## src/design/tli_pkg.sv

```systemverilog
package tli_pkg;
    // extension word fields
    localparam int XF_DEST_HI = 14;
    localparam int XF_DEST_LO = 12;
    localparam int XF_SIGNED = 11;
    localparam int XF_NADJ = 10;
    localparam int XF_FORM = 8;
    localparam int XF_SIZE_HI = 7;
    localparam int XF_SIZE_LO = 6;
    // first opcode word fields
    localparam int OF_MODE_HI = 5;
    localparam int OF_MODE_LO = 3;
    localparam int OF_REG_HI = 2;
    localparam int OF_REG_LO = 0;
    // destination low word: integer part above the binary point
    localparam int DX_INT_HI = 15;
    localparam int DX_INT_LO = 8;
    localparam int DX_FRAC_HI = 7;
    // condition code positions
    localparam int CC_X = 4;
    localparam int CC_N = 3;
    localparam int CC_Z = 2;
    localparam int CC_V = 1;
    localparam int CC_C = 0;
    // operation sizes
    localparam logic [1:0] SZ_BYTE = 2'h0;
    localparam logic [1:0] SZ_WORD = 2'h1;
    localparam logic [1:0] SZ_LONG = 2'h2;
    // operand modes
    localparam logic [2:0] MD_REG = 3'h0;
    localparam logic [2:0] MD_IND = 3'h2;
    localparam logic [2:0] MD_DISP = 3'h5;
    localparam logic [2:0] MD_IDX = 3'h6;
    localparam logic [2:0] MD_ABS = 3'h7;
    localparam logic [2:0] ABS_REG_MAX = 3'h3;
    // one half of an interpolation step
    localparam logic [7:0] HALF = 8'h80;
    // register map
    localparam logic [11:0] A_CTRL = 12'h000;
    localparam logic [11:0] A_STAT = 12'h004;
    localparam logic [11:0] A_RES = 12'h008;
    localparam logic CTRL_EN_RST = 1'b1;
    localparam int ST_BUSY = 0;
    localparam int ST_ILL = 1;
    localparam int ST_CC_LO = 2;
    localparam int ST_CC_HI = 6;
    typedef enum logic [1:0] {
        S_IDLE = 2'b00,
        S_FETCH0 = 2'b01,
        S_FETCH1 = 2'b10,
        S_CALC = 2'b11
    } tli_state_t;
endpackage

```

## src/design/tli_unit.sv

```systemverilog
// Contract
// - signed forms treat entries as two's-complement of 8, 16 or 32 bits
// - adjust bit 0 gives rounded result, 1 gives unrounded with fraction
// - signed rounding adds -1, 0 or +1 by difference fraction vs one half
// - rounded result writes only the low size bits of the destination
// - unrounded integer goes to bits 15:8, 23:8 or 31:8 by size
// - signed unrounded byte and word results are sign-extended to 32 bits
// - unrounded results return the 8-bit fraction in bits 7:0
// - X kept, N from result msb, Z on zero result, C always cleared
// - signed V set only when unrounded long integer exceeds 24 signed bits
// - extension word gives destination, signedness, adjust bit and form
// - size field 00 byte, 01 word, 10 long
// - table base accepts only control operand modes
// - mode zero means register interpolation; mode and form bit must agree, else the encoding is refused
// - rounded is entry plus scaled difference over 256; unrounded times 256
// - table mode fetches entry at base plus scaled integer, and the next
// - register mode uses both operand registers and only the fraction byte
// - destination low word is 8-bit integer and 8-bit fraction
// - unsigned forms take entries unsigned and zero-extend unrounded results
// - unsigned rounding adds 1 when the fraction is at least one half
`timescale 1ns/1ps
module tli_unit (
    // clock and reset
    input wire logic CLK,
    input wire logic RST_N,
    input wire logic CE,
    // apb slave
    input wire logic PSEL,
    input wire logic PENABLE,
    input wire logic PWRITE,
    input wire logic [11:0] PADDR,
    input wire logic [31:0] PWDATA,
    input wire logic [3:0] PSTRB,
    output logic [31:0] PRDATA,
    output logic PREADY,
    output logic PSLVERR,
    // decoded instruction from the sequencer
    input wire logic OP_VALID,
    output logic OP_READY,
    input wire logic [15:0] OP_WORD,
    input wire logic [15:0] OP_EXT,
    input wire logic [31:0] DEST_VAL,
    input wire logic [31:0] REG_M_VAL,
    input wire logic [31:0] REG_N_VAL,
    input wire logic [31:0] EA_ADDR,
    input wire logic [4:0] CCR_IN,
    // table read port
    output logic MEM_REQ,
    output logic [31:0] MEM_ADDR,
    output logic [1:0] MEM_SIZE,
    input wire logic MEM_ACK,
    input wire logic [31:0] MEM_RDATA,
    // result
    output logic WB_VALID,
    output logic [2:0] WB_IDX,
    output logic [31:0] WB_DATA,
    output logic [4:0] CCR_OUT,
    output logic ILLEGAL
);
    tli_pkg::tli_state_t state_ff;
    logic [15:0] ext_ff;
    logic [31:0] dest_ff, a_ff, b_ff, mem_addr_ff, res_ff, prdata_ff;
    logic x_ff, mem_req_ff, done_ff, ill_ff, ctrl_en_ff, st_ill_ff;
    logic [4:0] ccr_ff;
    logic [2:0] in_mode, in_reg;
    logic [1:0] in_size, size;
    logic in_form, ctl_ok, in_legal, accept, sgn, nadj;
    logic [31:0] first_addr, step;
    logic signed [32:0] a_x, b_x;
    logic signed [33:0] diff;
    logic signed [42:0] prod, unr, pabs, rsum;
    logic [34:0] qmag;
    logic [32:0] delta, rnd;
    logic [31:0] res;
    logic n_f, z_f, v_f, e_bit;
    logic apb_wr, apb_rd_setup, hit;

    // decode of the offered instruction
    assign in_mode = OP_WORD[tli_pkg::OF_MODE_HI:tli_pkg::OF_MODE_LO];
    assign in_reg = OP_WORD[tli_pkg::OF_REG_HI:tli_pkg::OF_REG_LO];
    assign in_form = OP_EXT[tli_pkg::XF_FORM];
    assign in_size = OP_EXT[tli_pkg::XF_SIZE_HI:tli_pkg::XF_SIZE_LO];
    // control modes only; absolute and pc-relative share mode 111
    assign ctl_ok = (in_mode == tli_pkg::MD_IND) || (in_mode == tli_pkg::MD_DISP)
        || (in_mode == tli_pkg::MD_IDX)
        || (in_mode == tli_pkg::MD_ABS && in_reg <= tli_pkg::ABS_REG_MAX);
    // form bit and mode field must agree, else the encoding is refused
    assign in_legal = (in_size != 2'h3)
        && (in_form ? ctl_ok : (in_mode == tli_pkg::MD_REG));
    assign OP_READY = CE && ctrl_en_ff && (state_ff == tli_pkg::S_IDLE);
    assign accept = OP_VALID && OP_READY;
    // entry offset: integer byte scaled by size
    assign first_addr = EA_ADDR
        + ({24'h000000, DEST_VAL[tli_pkg::DX_INT_HI:tli_pkg::DX_INT_LO]} << in_size);

    assign sgn = ext_ff[tli_pkg::XF_SIGNED];
    assign nadj = ext_ff[tli_pkg::XF_NADJ];
    assign size = ext_ff[tli_pkg::XF_SIZE_HI:tli_pkg::XF_SIZE_LO];
    assign step = 32'h00000001 << size;

    always_ff @(posedge CLK or negedge RST_N) begin
        if (!RST_N) begin
            state_ff <= tli_pkg::S_IDLE;
        end else if (CE) begin
            unique case (state_ff)
                tli_pkg::S_IDLE: begin
                    if (accept && in_legal) begin
                        state_ff <= in_form ? tli_pkg::S_FETCH0 : tli_pkg::S_CALC;
                    end
                end
                tli_pkg::S_FETCH0: begin
                    if (MEM_ACK) begin
                        state_ff <= tli_pkg::S_FETCH1;
                    end
                end
                tli_pkg::S_FETCH1: begin
                    if (MEM_ACK) begin
                        state_ff <= tli_pkg::S_CALC;
                    end
                end
                tli_pkg::S_CALC: begin
                    state_ff <= tli_pkg::S_IDLE;
                end
            endcase
        end
    end

    // operand capture; register mode takes both entries from the registers
    always_ff @(posedge CLK or negedge RST_N) begin
        if (!RST_N) begin
            ext_ff <= 16'h0000;
            dest_ff <= 32'h00000000;
            a_ff <= 32'h00000000;
            b_ff <= 32'h00000000;
            x_ff <= 1'b0;
        end else if (CE) begin
            if (accept && in_legal) begin
                ext_ff <= OP_EXT;
                dest_ff <= DEST_VAL;
                x_ff <= CCR_IN[tli_pkg::CC_X];
                a_ff <= REG_M_VAL;
                b_ff <= REG_N_VAL;
            end else if (state_ff == tli_pkg::S_FETCH0 && MEM_ACK) begin
                a_ff <= MEM_RDATA;
            end else if (state_ff == tli_pkg::S_FETCH1 && MEM_ACK) begin
                b_ff <= MEM_RDATA;
            end
        end
    end

    // two reads, entry n then entry n+1 one size further on
    always_ff @(posedge CLK or negedge RST_N) begin
        if (!RST_N) begin
            mem_req_ff <= 1'b0;
            mem_addr_ff <= 32'h00000000;
        end else if (CE) begin
            if (accept && in_legal && in_form) begin
                mem_req_ff <= 1'b1;
                mem_addr_ff <= first_addr;
            end else if (state_ff == tli_pkg::S_FETCH0 && MEM_ACK) begin
                mem_addr_ff <= mem_addr_ff + step;
            end else if (state_ff == tli_pkg::S_FETCH1 && MEM_ACK) begin
                mem_req_ff <= 1'b0;
            end
        end
    end
    assign MEM_REQ = mem_req_ff;
    assign MEM_ADDR = mem_addr_ff;
    assign MEM_SIZE = size;

    function automatic logic [32:0] widen(input logic [31:0] v, input logic [1:0] sz,
                                          input logic sg);
        logic [32:0] w;
        w = {sg & v[31], v};
        if (sz == tli_pkg::SZ_BYTE) begin
            w = {{25{sg & v[7]}}, v[7:0]};
        end else if (sz == tli_pkg::SZ_WORD) begin
            w = {{17{sg & v[15]}}, v[15:0]};
        end
        return w;
    endfunction

    // two extra bits keep the entry difference exact for 32-bit entries
    always_comb begin
        a_x = widen(a_ff, size, sgn);
        b_x = widen(b_ff, size, sgn);
        diff = {b_x[32], b_x} - {a_x[32], a_x};
        // fraction byte only; bits 15:8 never enter the arithmetic
        prod = diff * $signed({1'b0, dest_ff[tli_pkg::DX_FRAC_HI:0]});
        unr = {{2{a_x[32]}}, a_x, 8'h00} + prod;
        pabs = prod[42] ? -prod : prod;
        qmag = pabs[42:8] + {34'h000000000, pabs[7]};
        rsum = prod + {35'h000000000, tli_pkg::HALF};
        if (sgn) begin
            // magnitude rounding: symmetric about zero
            delta = prod[42] ? (~qmag[32:0] + 33'h000000001) : qmag[32:0];
        end else begin
            delta = rsum[40:8];
        end
        rnd = a_x + delta;
        res = rnd[31:0];
        e_bit = 1'b0;
        n_f = res[31];
        z_f = (res == 32'h00000000);
        if (!nadj) begin
            unique case (size)
                tli_pkg::SZ_BYTE: begin
                    res = {dest_ff[31:8], rnd[7:0]};
                    n_f = rnd[7];
                    z_f = (rnd[7:0] == 8'h00);
                end
                tli_pkg::SZ_WORD: begin
                    res = {dest_ff[31:16], rnd[15:0]};
                    n_f = rnd[15];
                    z_f = (rnd[15:0] == 16'h0000);
                end
                default: begin
                    res = rnd[31:0];
                    n_f = rnd[31];
                    z_f = (rnd[31:0] == 32'h00000000);
                end
            endcase
        end else begin
            unique case (size)
                tli_pkg::SZ_BYTE: begin
                    e_bit = sgn & unr[15];
                    res = {{16{e_bit}}, unr[15:0]};
                end
                tli_pkg::SZ_WORD: begin
                    e_bit = sgn & unr[23];
                    res = {{8{e_bit}}, unr[23:0]};
                end
                default: begin
                    res = unr[31:0];
                end
            endcase
            n_f = res[31];
            z_f = (res == 32'h00000000);
        end
        // long unrounded keeps only 24 integer bits; V flags what was lost
        v_f = 1'b0;
        if (nadj && size == tli_pkg::SZ_LONG) begin
            v_f = sgn ? !((&unr[42:31]) || !(|unr[42:31])) : (|unr[42:32]);
        end
    end

    always_ff @(posedge CLK or negedge RST_N) begin
        if (!RST_N) begin
            done_ff <= 1'b0;
            ill_ff <= 1'b0;
            res_ff <= 32'h00000000;
            ccr_ff <= 5'h00;
        end else if (CE) begin
            done_ff <= (state_ff == tli_pkg::S_CALC);
            ill_ff <= accept && !in_legal;
            if (state_ff == tli_pkg::S_CALC) begin
                res_ff <= res;
                ccr_ff <= {x_ff, n_f, z_f, v_f, 1'b0};
            end
        end
    end
    assign WB_VALID = done_ff;
    assign WB_DATA = res_ff;
    assign WB_IDX = ext_ff[tli_pkg::XF_DEST_HI:tli_pkg::XF_DEST_LO];
    assign CCR_OUT = ccr_ff;
    assign ILLEGAL = ill_ff;

    // apb: zero wait states, read data latched in the setup cycle
    assign PREADY = CE;
    assign hit = (PADDR == tli_pkg::A_CTRL) || (PADDR == tli_pkg::A_STAT)
        || (PADDR == tli_pkg::A_RES);
    assign PSLVERR = PSEL && PENABLE && !hit;
    assign apb_wr = PSEL && PENABLE && PWRITE && CE;
    assign apb_rd_setup = PSEL && !PENABLE && !PWRITE;

    always_ff @(posedge CLK or negedge RST_N) begin
        if (!RST_N) begin
            ctrl_en_ff <= tli_pkg::CTRL_EN_RST;
        end else if (apb_wr && PADDR == tli_pkg::A_CTRL && PSTRB[0]) begin
            ctrl_en_ff <= PWDATA[0];
        end
    end

    // set wins over a write-one clear in the same cycle
    always_ff @(posedge CLK or negedge RST_N) begin
        if (!RST_N) begin
            st_ill_ff <= 1'b0;
        end else if (CE) begin
            if (accept && !in_legal) begin
                st_ill_ff <= 1'b1;
            end else if (apb_wr && PADDR == tli_pkg::A_STAT && PSTRB[0]
                         && PWDATA[tli_pkg::ST_ILL]) begin
                st_ill_ff <= 1'b0;
            end
        end
    end

    always_ff @(posedge CLK or negedge RST_N) begin
        if (!RST_N) begin
            prdata_ff <= 32'h00000000;
        end else if (CE && apb_rd_setup) begin
            prdata_ff <= 32'h00000000;
            if (PADDR == tli_pkg::A_CTRL) begin
                prdata_ff[0] <= ctrl_en_ff;
            end else if (PADDR == tli_pkg::A_STAT) begin
                prdata_ff[tli_pkg::ST_BUSY] <= (state_ff != tli_pkg::S_IDLE);
                prdata_ff[tli_pkg::ST_ILL] <= st_ill_ff;
                prdata_ff[tli_pkg::ST_CC_HI:tli_pkg::ST_CC_LO] <= ccr_ff;
            end else if (PADDR == tli_pkg::A_RES) begin
                prdata_ff <= res_ff;
            end
        end
    end
    assign PRDATA = prdata_ff;
endmodule

```

## config.mk

```make
export PLATFORM = sky130hd
export DESIGN_NAME = tli_unit
export DESIGN_NICKNAME = d
export VERILOG_FILES = /design/src/design/tli_pkg.sv /design/src/design/tli_unit.sv
export SDC_FILE = /design/constraint.sdc
export NUM_CORES = 2
export LEC_CHECK = 0
export ABC_AREA = 1
export BUFFER_PORTS_ARGS = -buffer_cell sky130_fd_sc_hd__buf_2
export CAP_MARGIN = 20
export CORE_AREA = 4 4 216 429
export CTS_BUF_LIST = sky130_fd_sc_hd__clkbuf_4 sky130_fd_sc_hd__clkbuf_8 sky130_fd_sc_hd__clkbuf_16
export DETAILED_ROUTE_END_ITERATION = 8
export DIE_AREA = 0 0 220 433
export GPL_TIMING_DRIVEN = 0
export PLACE_DENSITY = 0.66
export SLEW_MARGIN = 20
export SYNTH_ARGS = -nofsm -noshare
export SYNTH_HDL_FRONTEND = slang
export SYNTH_SLANG_ARGS = --single-unit
```

## constraint.sdc

```tcl
create_clock -name CLK -period 11.8 [get_ports CLK]
set_input_delay 2.36 -clock CLK [delete_from_list [all_inputs] [get_ports CLK]]
set_output_delay 2.36 -clock CLK [all_outputs]
set_load 0.1 [all_outputs]
```

Yosys cells after proc, flatten, opt, wreduce, memory -nomap -nowiden
Index checks and enable logic that the tools add are counted.
Widths: inputs -> output; s select.

storage, ports and cells
  input port bits = 253
  output and inout port bits = 112
  logic and storage cells = 154
  flip-flop bits (word level) = 219

cells by class
  multiply operators = 1
  eq/ne operators = 17
  bitwise gates (word level) = 9
  shift operators = 2
  mux-type cells = 40
  reduce and logical (&&, ||, !) cells = 60
  order comparisons = 1
  add/subtract/negate cells = 9

operators by type and width
  kind                   number
  $mux 32                12
  $mux 33                4
  $pmux 32 s2            2
  $add 32x32->32         3
  $logic_not 32->1       2
  $add 43x43->43         1
  $mul 34x9->43          1
  $add 40x8->40 const B  1
  $mux 40                1
  $neg 40->40            1
  $sub 33x33->34         1
  $add 32x1->32          1
  $add 32x1->32 const B  1
  $not 32->32            1
  $shl 1x2->32 const A   1
  $shl 8x2->32           1
  $mux 31                1
  $mux 25                1
  $logic_and 1x1->1      23
  $logic_not 16->1       1
  $eq 12x3->1 const B    1
  $eq 12x4->1 const B    1
  $logic_not 12->1       1
  $reduce_and 12->1      1
  other kinds (24)       75

Logic depth before layout (Yosys ltp)
  depth after elaboration = 16
  gate-level depth with buffers = 90
  mapped depth without buffers = 84

Least setup slack after synthesis
No wires, ideal clock.

  kind = register -> register
  from = register ext_ff[7]
  to = register ccr_ff[3], in the netlist CCR_OUT[3]
  stages on the path, launching flop included = 87
  path buffers = 6
  data required time = 11.722 ns
  slack = -1.161 ns
  setup time = 0.078 ns
  arrival = 12.883 ns
  period minus slack after synthesis = 12.961 ns
  cells stage by stage = dfrtp_1 nor2_1 clkbuf_1 nand2_1 o21ai_0 inv_1 ha_1 nand2_1 nor2_1 nand2_1 o211ai_1 nand3_1 o2111ai_1 a21oi_1 o21ai_0 nand3_1 nand2_1 a21oi_1 [51 not listed] o211ai_1 a31oi_1 o21ai_0 a21boi_0 o21ai_0 a21boi_0 o21ai_0 nand2_1 nand3_1 a21oi_1 o21ai_0 xor2_1 nand3_1 nand2_1 nand2_1 nand2_1 nand2_1 a21oi_1

on the way
  word-level cells in the longest chain between the ends = 15
  elaborated cells on any way between the ends = 24
  classes of those cells = add/sub (7); mul (1); eq/ne (1); mux (11); bitwise (3); reduce/logical (1)

RTL lines
  item                      line                                               RTL
  start: declaration        tli_unit.sv:61                                     logic [15:0] ext_ff;
  start signal: assignment  tli_unit.sv:131                                    ext_ff <= 16'h0000;
  start signal: assignment  tli_unit.sv:138                                    ext_ff <= OP_EXT;
  $eq 2x1->1                tli_unit.sv:177, tli_unit.sv:206, tli_unit.sv:224
  $mux 33                   tli_unit.sv:177                                    end else if (sz == tli_pkg::SZ_WORD) begin
  $mux 33                   tli_unit.sv:175                                    if (sz == tli_pkg::SZ_BYTE) begin
  $sub 33x33->34            tli_unit.sv:187                                    diff = {b_x[32], b_x} - {a_x[32], a_x};
  $mul 34x9->43             tli_unit.sv:189                                    prod = diff * $signed({1'b0, dest_ff[tli_pkg::DX_FRAC_HI:0]});
  $neg 40->40               tli_unit.sv:191                                    pabs = prod[42] ? -prod : prod;
  $mux 40                   tli_unit.sv:191
  $add 32x1->32             tli_unit.sv:192                                    qmag = pabs[42:8] + {34'h000000000, pabs[7]};
  $not 32->32               tli_unit.sv:196                                    delta = prod[42] ? (~qmag[32:0] + 33'h000000001) : qmag[32:0];
  $add 32x1->32             tli_unit.sv:196
  $mux 32                   tli_unit.sv:196
  $mux 32                   tli_unit.sv:194                                    if (sgn) begin
  $add 32x32->32            tli_unit.sv:200                                    rnd = a_x + delta;
  $pmux 1 s2                tli_unit.sv:206                                    unique case (size)
  $mux 1 *                  tli_unit.sv:205                                    if (!nadj) begin
  end signal: assignment    tli_unit.sv:258                                    ccr_ff <= {x_ff, n_f, z_f, v_f, 1'b0};
  end: declaration          tli_unit.sv:64                                     logic [4:0] ccr_ff;

Every way passes the cells marked *; elsewhere a longest branch is shown, timed or not. The select of a mux whose other input is x is not followed.
A chain may end at the register's enable or synchronous reset.

Final worst setup path
  from = register ext_ff[6]
  to = register ccr_ff[2], in the netlist CCR_OUT[2]

on the way
  word-level cells in the longest chain between the ends = 16
  elaborated cells on any way between the ends = 28
  classes of those cells = add/sub (7); mul (1); eq/ne (1); mux (11); bitwise (3); reduce/logical (5)

RTL lines
  item                                                         line
  $eq 2x1->1                                                   tli_unit.sv:177, tli_unit.sv:206, tli_unit.sv:224
  $mux 33                                                      tli_unit.sv:177
  $mux 33                                                      tli_unit.sv:175
  $sub 33x33->34                                               tli_unit.sv:187
  $mul 34x9->43                                                tli_unit.sv:189
  $neg 40->40                                                  tli_unit.sv:191
  $mux 40                                                      tli_unit.sv:191
  $add 32x1->32                                                tli_unit.sv:192
  $not 32->32                                                  tli_unit.sv:196
  $add 32x1->32                                                tli_unit.sv:196
  $mux 32                                                      tli_unit.sv:196
  $mux 32                                                      tli_unit.sv:194
  $add 32x32->32                                               tli_unit.sv:200
  $logic_not 32->1 / $logic_not 16->1 (equally long branches)  tli_unit.sv:220, tli_unit.sv:215
  $pmux 1 s2                                                   tli_unit.sv:206
  $mux 1 *                                                     tli_unit.sv:205

Marks and branches as above.

==> summary.md <==
| Metric | Value |
|---|---|
| Maximum number of pins on one net before global-route repair | `between 90 and 100` |
| Unrepaired setup endpoints after global routing | `yes` |
| Slew Limit Fails | `0` |
| Worst hold stages | `2` |
| Post-layout util | `a little over two fifths` |
| First-pass GRT wire length | `209 mm` |
| Core area | `89200 sq um` |
| CP peak stage delay | `0.68 ns` |
| Total Wirelength | `roughly 140 mm` |
| Reg clk slew, reported paths | `roughly 0.070 ns` |
| Fin. Hold Viols | `0` |
| Layout cells sized above 1 | `19.6%` |
| Max_cap viols | `0` |
| Max Clk Rate | `~0.074 GHz` |
| Fin nets | `about 5900` |
| Count of hold-fix buffers inserted at cts | `0` |
| Routability congestion estimate from global placement | `about 1.0` |
| Worst min-delay path category | `flop to flop` |
| CTS tree | `done` |
| Root Driver | `clkbuf_16` |
| Syn_nets | `between 5000 and 6000` |
| Final WS setup | `-1.75 ns` |
| Routed Antenna Nets | `0` |
| Violated checks | `setup timing` |
| Filler cell count | `between 9000 and 10000` |
| Async S/R FF share, synth | `100%` |
| Most frequent cells in the layout | `nand2_1 (1128), inv_1 (762), nor2_1 (525)` |
| WP data arrival | `roughly 14 ns` |
| Top_reg_cell synth | `dfrtp_1` |
| Worst clock skew | `0.0455 ns` |
| Yosys warnings | `0` |
| GRT overflow | `0` |
| Total Routing Usage GR | `about 29%` |
| Slew at the pin with the worst max-slew slack | `approximately 1.1 ns` |
| CP max stage cell | `fa_2` |
| Post-synthesis cell type count | `69` |
| CTS buffer count | `22` |
| Vias in the first global route | `35600` |
| Area occupied by multi-input gates | `between 20000 and 25000 sq um` |
| Die Y | `~430 um` |
| Worst-Skew Late Latency | `0.59 ns` |
| CP most frequent cell | `nand2_1` |
| Crit path kind | `flop to flop` |
| #FFs+latches synth | `211` |
| CTS Sinks | `~210` |
| Syn_area_per_cell | `about 6.6 sq um` |
| Worst path bufs/invs | `15` |
| Input/output buffers | `~300` |
| Commonest non-fill, non-tap cell in the layout | `nand2_1` |
| Setup violators final | `23` |
| Crit Path Max Fanout | `10` |
| Remaining routing DRC violations | `0` |
| Area growth, synth to finish | `22.6%` |
| First DRT Iteration DRCs | `approximately 2000` |
| Netlist Area Pre-Place | `31100 sq um` |
| Vias per inst | `~5.3` |
| CP required | `around 12 ns` |
| Period utilization | `115%` |
| Final HPWL DP | `approximately 120 mm` |
| Max H-tree Level | `1` |
| Die area | `around 95000 sq um` |
| Crit path capture type | `flop` |
| Relative slew slack | `a little under a quarter` |
| Critical path depth | `between 70 and 80` |
| Post-synth EDFFs | `0` |
| Critical path startpoint category | `flop` |
| Status | `finished, violations left` |
| Top delay family on crit path | `simple AND/OR/NAND/NOR gates` |
| Clk buf depth | `3` |
| Reg area | `approximately 5300 sq um` |
| Worst r2r path cells | `between 70 and 80` |
| Row Count | `between 150 and 200` |
| First-pass DRT Iterations | `6` |
| Post-synthesis sequential area ratio | `around 17%` |
| Initial antenna violation count | `9` |
| Initial Utilization | `about a third` |
| Reg2reg setup slack | `-1.75 ns` |
| I/O pins | `around 370` |
| Horiz. Die Dim | `220 um` |
| Via count | `34100` |
| Post-route minimum period | `13.55 ns` |
| Synth Instances | `4734` |
| Drt wl/cell | `22.4 um` |
## cell families after synthesis
kind of cell,count (synthesis),share of synthesized area (%)
XOR/XNOR,147,4.13
AO/OA/AOI/OAI,706,12.7
flip-flops,211,17.0
multiplexers,3,0.100
AND/OR/NAND/NOR,2301,32.1
adder cells (fa/ha/maj),424,22.2
buffers and inverters,941,11.8
other,1,0.0120
## synth_stat cells, types with 7 or more instances
library cell  instances  area share, %
clkinv_1             13           0.16
nand2_2              91            1.8
a31oi_1              89            1.8
dfrtp_1             210             17
o21a_1               10           0.24
o21bai_1              8           0.19
nor2_1              560            6.7
nand4_1              60            1.2
o21ai_0             217            3.5
xor2_1               96            2.7
a21oi_1             263            4.2
nor2_2               31           0.62
nand2_4              10           0.36
o31ai_1               8           0.19
xnor2_1              51            1.4
fa_1                215             14
buf_6                 9           0.33
nor3_1               45           0.72
o22ai_1              34           0.68
a22oi_1              15           0.36
o211ai_1             14           0.34
nand3_2              22           0.71
nor2_4               20           0.72
a21o_1                8           0.19
o21ai_1               8           0.13
nand3_1             248            4.0
ha_1                209            8.4
or2_2                11           0.22
clkbuf_1            109            1.3
nand2_1            1163             14
nor4_1               14           0.28
inv_1               780            9.4
inv_2                15           0.18
nand3b_1              7           0.17
buf_4                 9           0.22
## through the flow
step                      std cells  instance area, sq um  TNS, ns  hold slack [ns]  worst slack (ns)
after detailed placement       6216                 34400   -86.80            0.463             -4.28
after CTS                      6344                 37200   -10.74            0.481             -1.24
after global placement         6214                 34300   -86.87            0.461             -4.25
after global routing           6388                 38200   -34.02            0.508             -2.26
final                          6389                 38200   -20.65            0.484             -1.75
after floorplan                4734                 31300        0            0.444            0.0130
## worst register-to-register path, delay by kind of cell, from the launching register on
kind	cells	cell delay [ns]
buffers and inverters	15	1.97
xor gates and xnor gates	2	0.14
and+or+nand+nor	41	5.65
adders and majority gates	9	3.66
AOI/OAI and AO/OA	11	1.59
DFF	1	0.49
## layer usage
| metal | part of all wire (%) | up-vias | wire, um | global-route usage (%) |
|---|---|---|---|---|
| met1 | 29 | 16200 | 42200 | 24.6 |
| li1 | - | 15900 | - | - |
| met3 | 4.5 | 650 | 6410 | 4.74 |
| met2 | 52 | 1251 | 74800 | 54.9 |
| met4 | 14 | 14 | 19700 | 30.8 |
| met5 | 0.049 | - | 70 | 0 |
## layout make-up
type | count | share of cell area (%)
well taps | 1177 | 3.86
diodes | 1 | 0.00655
plain buffers | 132 | 1.99
flip-flops and latches | 211 | 13.9
clock inverters | 10 | 0.452
repair buffers | 436 | 6.99
inverters | 809 | 7.99
clock buffers | 30 | 1.66
multi-input cells | 3583 | 63.2
## sequential cells by signal (all words and copies together) (netlist names), 2 cells and up
signal	flops
CCR_OUT	4
MEM_ADDR	32
PRDATA	32
WB_DATA	32
a_ff	32
b_ff	32
dest_ff	32
ext_ff	7
state_ff	2
## final timing paths
kind                             startpoint           to
worst max-delay path              ext_ff[6]   CCR_OUT[2]
worst min-delay path            dest_ff[24]  dest_ff[24]
worst max register to register    ext_ff[6]   CCR_OUT[2]
worst min register to register  dest_ff[24]  dest_ff[24]
max in group asynchronous             RST_N      a_ff[0]
min in group asynchronous             RST_N    PRDATA[7]
## timing repair
| item | in CTS | in global routing |
|---|---|---|
| buffers inserted | 86 | 45 |
| resized for setup | 300 | 142 |
| gates cloned | 2 | 0 |
| endpoints found under the setup margin | 34 | 30 |
| pin swaps | 108 | 114 |
Power is left out: the tool's default activity adds up to more than one toggle a clock period on the data nets, which glitch-free logic cannot reach.
